==> config.mk <==
export PLATFORM = sky130hd
export DESIGN_NAME = crf_filter
export DESIGN_NICKNAME = d
export VERILOG_FILES = /design/src/crf_pkg.sv /design/src/crf_filter.sv
export SDC_FILE = /design/constraint.sdc
export NUM_CORES = 1
export LEC_CHECK = 0
export ABC_AREA = 1
export CAP_MARGIN = 20
export CORE_MARGIN = 2
export CORE_UTILIZATION = 55
export DETAILED_ROUTE_END_ITERATION = 8
export DONT_BUFFER_PORTS = 1
export PLACE_DENSITY = 0.76
export SLEW_MARGIN = 5
export SYNTH_ARGS = -nofsm -noshare
export SYNTH_HDL_FRONTEND = slang
export SYNTH_SLANG_ARGS = --single-unit
==> constraint.sdc <==
create_clock -name clk_sys -period 2.1 [get_ports clk_sys]
set_clock_uncertainty 0.1 [all_clocks]
set_input_delay 0.21 -clock clk_sys [delete_from_list [all_inputs] [get_ports clk_sys]]
set_output_delay 0.21 -clock clk_sys [all_outputs]
set_load 0.03 [all_outputs]
==> src/crf_pkg.sv <==
// Package for the receive identifier filter and error status block.
// Assumes a byte-wide register port with one-cycle read latency.
package crf_pkg;
	localparam int ADDR_W = 5;
	localparam logic [4:0] OFS_MISC = 5'h00;
	localparam logic [4:0] OFS_RXERR = 5'h01;
	localparam logic [4:0] OFS_TXERR = 5'h02;
	localparam logic [4:0] OFS_CTRL = 5'h03;
	localparam logic [4:0] OFS_IRQ_STAT = 5'h04;
	localparam logic [4:0] OFS_IRQ_MASK = 5'h05;
	localparam logic [4:0] OFS_PATTERN = 5'h08;
	localparam logic [4:0] OFS_IGNORE = 5'h10;
	localparam int BIT_HOLD = 0;
	localparam int BIT_RECOV = 0;
	localparam int CTRL_ORG_LO = 4;
	localparam int CTRL_HIT_LO = 0;
	localparam int IRQ_ACCEPT = 0;
	localparam int IRQ_BUSOFF = 1;
	localparam int IRQ_DROP = 2;
	localparam logic [7:0] RST_PATTERN = 8'h00;
	localparam logic [7:0] RST_IGNORE = 8'h00;
	typedef enum logic [1:0] {
		ORG_32 = 2'h0,
		ORG_16 = 2'h1,
		ORG_8 = 2'h2,
		ORG_CLOSED = 2'h3
	} crf_org_type;
endpackage

==> src/crf_filter.sv <==
// Receive identifier acceptance filter with bus-off hold flag and error counter view.
// Assumes the protocol engine delivers identifier bytes with a one-cycle complete strobe.
// Operation
// RQ1: Writing one clears hold flag; zero ignored.
// RQ2: Recovery option set: flag set entering bus-off.
// RQ3: Clearing flag requests recovery, reads zero.
// RQ4: Receive counter read-only, readable sleep/init only.
// RQ5: Transmit counter same read restriction.
// RQ6: Software reads counters only in sleep/init.
// RQ7: Store all messages; signal only accepted ones. Code also flags rejected ones in IRQ_DROP status.
// RQ8: Rejected message overwritten, no signal. Code sets IRQ_DROP status, raising irq when masked in.
// RQ9: Compare pattern bits to identifier byte, masked.
// RQ10: Extended uses four bytes, standard two.
// RQ11: Filter registers writable only in init mode.
// RQ12: Mask clear requires match; set ignores bit.
// RQ13: Standard in 32-bit: ignore low bits.
// RQ14: Standard in 16-bit: ignore low bits.
// RQ15: Organisation field selects filter arrangement.
// RQ16: Closed filter accepts nothing.
// RQ17: Hit index tracks foreground message.
// RQ18: Without recovery option flag reads zero.
`timescale 1ns/100ps
module crf_filter
(
	input wire logic clk_sys,
	input wire logic arst_n,
	input wire logic [4:0] regAddr,
	input wire logic [7:0] regWrData,
	input wire logic regWrStb,
	input wire logic regRdStb,
	output logic [7:0] regRdData,
	input wire logic init_request,
	input wire logic init_acknowledge,
	input wire logic sleep_request,
	input wire logic sleep_acknowledge,
	input wire logic user_recovery_option,
	input wire logic busOffEnter,
	output logic recoveryRequest,
	input wire logic [7:0] rxErrCount,
	input wire logic [7:0] txErrCount,
	input wire logic rxDone,
	input wire logic rxExtended,
	input wire logic [31:0] message_identifier_bytes,
	output logic [31:0] backgroundId,
	output logic foregroundLoad,
	output logic [31:0] foreground_receive_buffer,
	output logic irq
);
	typedef struct packed {
		logic [7:0][7:0] pattern;
		logic [7:0][7:0] ignore;
		logic [1:0] org;
		logic [2:0] hit;
		logic hold;
		logic recov;
		logic [2:0] stat;
		logic [2:0] mask;
		logic [31:0] bgId;
		logic fgLoad;
		logic [31:0] fgId;
		logic [7:0] rdData;
	} crf_state_type;

	crf_state_type stateFf;
	crf_state_type nxtState;

	// Matches one identifier byte against one pattern byte under its mask.
	function automatic logic byteHit(input logic [7:0] id, input logic [7:0] pat, input logic [7:0] ign);
		byteHit = &(~(id ^ pat) | ign); // [RQ9] [RQ12]
	endfunction

	function automatic logic isPatternAddr(input logic [4:0] addr);
		isPatternAddr = addr[4:3] == crf_pkg::OFS_PATTERN[4:3];
	endfunction

	function automatic logic isIgnoreAddr(input logic [4:0] addr);
		isIgnoreAddr = addr[4:3] == crf_pkg::OFS_IGNORE[4:3];
	endfunction

	logic inInit;
	logic inSleep;
	logic [7:0] hitVec;
	logic accept;
	logic [2:0] hitIdx;
	logic [7:0] idb [4];

	assign inInit = init_request & init_acknowledge;
	assign inSleep = sleep_request & sleep_acknowledge;

	always_comb
	begin
		for (int b = 0; b < 4; b++)
		begin
			idb[b] = message_identifier_bytes[31 - 8 * b -: 8];
		end
		hitVec = 8'h00;
		unique case (crf_pkg::crf_org_type'(stateFf.org)) // [RQ15]
			crf_pkg::ORG_32:
			begin
				for (int f = 0; f < 2; f++)
				begin
					// Standard frames carry only two identifier bytes. [RQ10]
					hitVec[f] = byteHit(idb[0], stateFf.pattern[4 * f], stateFf.ignore[4 * f])
						& byteHit(idb[1], stateFf.pattern[4 * f + 1], stateFf.ignore[4 * f + 1])
						& (~rxExtended | (byteHit(idb[2], stateFf.pattern[4 * f + 2], stateFf.ignore[4 * f + 2])
						& byteHit(idb[3], stateFf.pattern[4 * f + 3], stateFf.ignore[4 * f + 3])));
				end
			end
			crf_pkg::ORG_16:
			begin
				for (int f = 0; f < 4; f++)
				begin
					hitVec[f] = byteHit(idb[0], stateFf.pattern[2 * f], stateFf.ignore[2 * f])
						& byteHit(idb[1], stateFf.pattern[2 * f + 1], stateFf.ignore[2 * f + 1]);
				end
			end
			crf_pkg::ORG_8:
			begin
				for (int f = 0; f < 8; f++)
				begin
					hitVec[f] = byteHit(idb[0], stateFf.pattern[f], stateFf.ignore[f]);
				end
			end
			crf_pkg::ORG_CLOSED:
			begin
				hitVec = 8'h00; // [RQ16]
			end
		endcase
		accept = |hitVec;
		hitIdx = 3'h0;
		for (int f = 7; f >= 0; f--)
		begin
			if (hitVec[f])
			begin
				hitIdx = 3'(f);
			end
		end
	end

	always_comb
	begin
		nxtState = stateFf;
		nxtState.fgLoad = 1'h0;
		nxtState.recov = 1'h0;
		nxtState.rdData = 8'h00;
		if (rxDone)
		begin
			// Every frame lands in the background slot; a rejected one is simply overwritten later. [RQ7] [RQ8]
			nxtState.bgId = message_identifier_bytes;
			if (accept)
			begin
				nxtState.fgLoad = 1'h1;
				nxtState.fgId = message_identifier_bytes;
				nxtState.hit = hitIdx; // [RQ17]
			end
		end
		if (regWrStb)
		begin
			// Without the option a clear would ask the engine to leave a hold it never entered.
			if (regAddr == crf_pkg::OFS_MISC && regWrData[crf_pkg::BIT_HOLD] && stateFf.hold && user_recovery_option)
			begin
				nxtState.hold = 1'h0; // [RQ1] [RQ3]
				nxtState.recov = 1'h1;
			end
			if (inInit) // [RQ11]
			begin
				if (regAddr == crf_pkg::OFS_CTRL)
				begin
					nxtState.org = regWrData[crf_pkg::CTRL_ORG_LO +: 2];
				end
				if (isPatternAddr(regAddr))
				begin
					nxtState.pattern[regAddr[2:0]] = regWrData;
				end
				if (isIgnoreAddr(regAddr))
				begin
					nxtState.ignore[regAddr[2:0]] = regWrData;
				end
			end
			if (regAddr == crf_pkg::OFS_IRQ_STAT)
			begin
				nxtState.stat = stateFf.stat & ~regWrData[2:0];
			end
			if (regAddr == crf_pkg::OFS_IRQ_MASK)
			begin
				nxtState.mask = regWrData[2:0];
			end
		end
		// Set is applied after any clear so a coincident event is never lost.
		if (busOffEnter && user_recovery_option)
		begin
			nxtState.hold = 1'h1; // [RQ2]
		end
		if (!user_recovery_option)
		begin
			nxtState.hold = 1'h0; // [RQ18]
		end
		nxtState.stat[crf_pkg::IRQ_ACCEPT] = nxtState.stat[crf_pkg::IRQ_ACCEPT] | (rxDone & accept);
		nxtState.stat[crf_pkg::IRQ_DROP] = nxtState.stat[crf_pkg::IRQ_DROP] | (rxDone & ~accept);
		nxtState.stat[crf_pkg::IRQ_BUSOFF] = nxtState.stat[crf_pkg::IRQ_BUSOFF] | busOffEnter;
		if (regRdStb)
		begin
			unique case (regAddr)
				crf_pkg::OFS_MISC:
					nxtState.rdData = {7'h00, stateFf.hold};
				crf_pkg::OFS_RXERR:
					// Outside sleep or init the live counter may be mid-update, so zero is returned. [RQ4] [RQ6]
					nxtState.rdData = (inInit | inSleep) ? rxErrCount : 8'h00;
				crf_pkg::OFS_TXERR:
					nxtState.rdData = (inInit | inSleep) ? txErrCount : 8'h00; // [RQ5]
				crf_pkg::OFS_CTRL:
					nxtState.rdData = {2'h0, stateFf.org, 1'h0, stateFf.hit};
				crf_pkg::OFS_IRQ_STAT:
					nxtState.rdData = {5'h00, stateFf.stat};
				crf_pkg::OFS_IRQ_MASK:
					nxtState.rdData = {5'h00, stateFf.mask};
				default:
				begin
					if (isPatternAddr(regAddr))
					begin
						nxtState.rdData = stateFf.pattern[regAddr[2:0]];
					end
					else if (isIgnoreAddr(regAddr))
					begin
						nxtState.rdData = stateFf.ignore[regAddr[2:0]];
					end
				end
			endcase
		end
	end

	always_ff @(posedge clk_sys or negedge arst_n)
	begin
		if (!arst_n)
		begin
			stateFf <= '0;
		end
		else
		begin
			stateFf <= nxtState;
		end
	end

	assign regRdData = stateFf.rdData;
	assign recoveryRequest = stateFf.recov;
	assign backgroundId = stateFf.bgId;
	assign foregroundLoad = stateFf.fgLoad;
	assign foreground_receive_buffer = stateFf.fgId;
	assign irq = |(stateFf.stat & stateFf.mask);
endmodule

==> results by group <==
Run status
  • Outcome: finished, violations left
  • Failing checks: negative hold slack, negative setup slack

Global routing
  • Vias in the first global route: 12.3k
  • Total Routing Usage GR: 41.2%
  • Initial antenna violation count: 3
  • First-pass GRT wire length: 73900 um
  • Largest net degree at the start of global routing: 215
  • Gr ovfl total: 0

Pwr
  • Pwr dens: 745 mW/mm2
  • Static Leak: 0.00729 uW
  • Total power: 11400 uW
  • Worst vdd ir: 728 uV

CTS
  • Worst skew pair latency: 530 ps
  • Reg clk slew, reported paths: 60 ps
  • H-Tree Level Count: 1
  • Sink Count: 214
  • CTS tree: done
  • CTS Buf Count: 24
  • CTS Root Cell: clkbuf_16
  • Clock tree buffer depth: 3

Drt
  • Initial DRT Pass Iterations: 6
  • DRC Markers: 0
  • DRT iter0 DRCs: 1930
  • WL final: 51300 um
  • Via Count: 13.2k
  • Via-per-instance ratio: 6.01
  • Final ANT Viol Nets: 0
  • Drt wl/cell: 23.4 um

Floorplanning
  • Initial Util: 55.8%
  • Die H: 155 um
  • Core area: 0.0226 mm2
  • IO Count: 148
  • Rows: 55
  • Die area: 0.0241 mm2
  • Die Wd: 155 um

Layout
  • Post-route cell area: 0.0153 mm2
  • Final Net Count: 1966
  • Layout Cells excl Fill: 2194
  • Syn-to-layout area delta: 21.4%
  • Proportion of layout cells with a drive suffix above 1: 16.2%

Critical path
  • Critical path endpoint category: register
  • Crit path required time: 2420 ps
  • Worst Path Class, Setup: reg2reg
  • Crit path max fanout: 8
  • Worst EP arrival: 2510 ps
  • Crit path launch type: register

Logic synthesis
  • Syn avg cell area: 7.11 um2
  • Post-synthesis sequential area ratio: 42.5%
  • Synth Flop Type: dfrtp_1
  • Seq cells post-synth: 214
  • Asr flop ratio synth: 100%
  • Yosys synthesis warning count: 0
  • Post-Syn Area: 0.0126 mm2
  • Netlist cell types: 43
  • Cells after Synth: 1772
  • Syn_nets: 1848
  • Number of flops mapped to enable cells by yosys: 0

Timing
  • Max Freq: 456 MHz
  • Max-slew violations: 0
  • Crit share post-route: 105%
  • Worst-margin pin slew: 811 ps
  • Fin. Hold Viols: 252
  • RSZ-0062 raised after global routing: true
  • PnR worst setup slack: -94.6 ps
  • Setup violators final: 35
  • Worst rel slew slack: 45.8%
  • Hold Slack: -726 ps
  • Minimum clock period: 2190 ps

Worst hold path
  • Hold WC Path Type: in2async

Flow run
  • Max_cap viols: 0

Place
  • I/O Buffers: 0
  • Final Wtd Congestion: 1.07
  • DP Area: 0.0130 mm2
  • Pre-CTS WS: -148 ps
  • Dpl cells: 2028
  • HPWL after DPL: 34100 um
==> layer usage <==
| metal | track usage (%) | part of all wire [%] | routed length, um | vias up |
|---|---|---|---|---|
| li1 | - | - | - | 5892 |
| met2 | 59.3 | 41 | 21200 | 963 |
| met5 | 0 | 0.025 | 13 | - |
| met1 | 56.1 | 38 | 19400 | 6105 |
| met4 | 24.8 | 7.5 | 3830 | 2 |
| met3 | 10.2 | 13 | 6800 | 233 |
==> critical path: stages, from the launching register on <==
cell and delay [ps]:
dfrtp_1 390, inv_1 200, nand3_1 120, nand2_1 90, nor2_2 60, nand3_1 90
nand2_1 50, nand3b_1 100, nand2_2 90, nor2_4 140, nand3_4 140, buf_8 190
buf_12 140, nand3_1 110, nand2_1 80
==> placed cells by master, fill, tap and decap left out, types with 5 or more instances in the layout <==
| cell | n |
|---|---|
| inv_2 | 31 |
| buf_4 | 125 |
| nand3_2 | 15 |
| nor2_1 | 68 |
| nand3b_1 | 5 |
| o21ai_0 | 187 |
| o221ai_1 | 12 |
| nor2_2 | 11 |
| nand2_2 | 36 |
| buf_12 | 6 |
| nor2_4 | 6 |
| nand2_1 | 571 |
| nand2_8 | 5 |
| inv_1 | 159 |
| nand3_1 | 147 |
| dlygate4sd3_1 | 92 |
| a21oi_1 | 82 |
| nor3_2 | 5 |
| a31oi_1 | 12 |
| clkbuf_8 | 5 |
| o2111ai_1 | 6 |
| clkbuf_16 | 27 |
| dfrtp_1 | 212 |
| o211ai_1 | 10 |
| nand4_1 | 8 |
==> path summary, 6_finish.rpt <==
path                                                from                                         to  slack [ps]  depth (start not counted)
worst max-delay path             stateFf[96]$_DFFE_PN0P_  foreground_receive_buffer[22]$_DFFE_PN0P_         -90                         14
worst min-delay path                              arst_n                   stateFf[139]$_DFFE_PN0P_        -730                          0
worst max register to register   stateFf[96]$_DFFE_PN0P_  foreground_receive_buffer[22]$_DFFE_PN0P_         -90                         14
worst min register to register  stateFf[136]$_DFFE_PN0P_                   stateFf[136]$_DFFE_PN0P_         390                          2
max in group asynchronous                         arst_n                   stateFf[194]$_DFFE_PN0P_        2280                          0
min in group clk_sys                              rxDone  foreground_receive_buffer[31]$_DFFE_PN0P_        -260                          2
==> where the power goes <==
part	total [uW]	leakage, uW	internal, uW	switching [uW]
Sequential	4940	0.00279	4440	506
Combinational	1910	0.00409	774	1140
Clock	4540	0.000407	2720	1820
==> metrics by stage <==
stage	utilization, %	hold WS [ps]	setup TNS, ps
3_3_place_gp	57.4	-174	-2650
6_report	67.8	-726	-907
2_1_floorplan	-	-186	0
5_1_grt	67.8	-733	-4580
3_5_place_dp	57.4	-178	-4150
4_1_cts	66.1	-738	0
==> registers in the layout, summed over array words and instances, names as in the netlist <==
name / count
backgroundId: 32
recoveryRequest: 1
stateFf: 140
regRdData: 8
foreground_receive_buffer: 32
foregroundLoad: 1
==> cell usage after synthesis, types with 2 or more instances <==
master / count / share of area, %
o31ai_1: 2 / 0.12
buf_12: 3 / 0.48
o311ai_0: 3 / 0.21
ha_1: 3 / 0.30
o21ai_0: 189 / 7.5
clkbuf_1: 55 / 1.6
nand2_2: 29 / 1.4
a31oi_1: 12 / 0.60
o221ai_1: 12 / 0.83
o21ai_1: 4 / 0.16
nor2_1: 80 / 2.4
nand3_2: 2 / 0.16
nand4_1: 8 / 0.40
buf_4: 78 / 4.6
inv_4: 4 / 0.20
nor3_1: 6 / 0.24
inv_2: 8 / 0.24
buf_6: 4 / 0.36
a21oi_1: 83 / 3.3
inv_1: 182 / 5.4
a221oi_1: 4 / 0.28
nand2_1: 579 / 17
nor2_4: 2 / 0.18
dfrtp_1: 214 / 42
o22ai_1: 3 / 0.15
buf_2: 5 / 0.20
o211ai_1: 10 / 0.60
nand3_1: 160 / 6.4
nand3b_1: 5 / 0.30
o21ai_2: 2 / 0.14
nor3_2: 2 / 0.16
o2111ai_1: 6 / 0.42
nor2_2: 3 / 0.15
==> logic make-up after synthesis <==
logic type	synth area share [%]
buf+inv	13.2
compound gates	14.6
simple gates	29.4
flops	42.5
fa+ha+maj	0.298
==> area by class of cell <==
cell class | instances | area, um2
antenna | 2 | 5.00
clock buffer | 33 | 706
clock inverter | 10 | 140
fill | 1871 | 7270
inverter | 195 | 742
multi-input combinational | 1224 | 5890
sequential | 214 | 5360
tap | 285 | 357
timing repair buffer | 231 | 2100
==> repair_timing <==
item / 4_1_cts / 5_1_grt
setup endpoints to repair: 36 / 39
setup buffers: 7 / 14
hold endpoints to repair: 300 / 253
hold buffers: 91 / 1
gates resized for setup: 24 / 69
gates cloned: 4 / 4
pin swaps: 3 / 18
(Power assumes the default switching activity.)
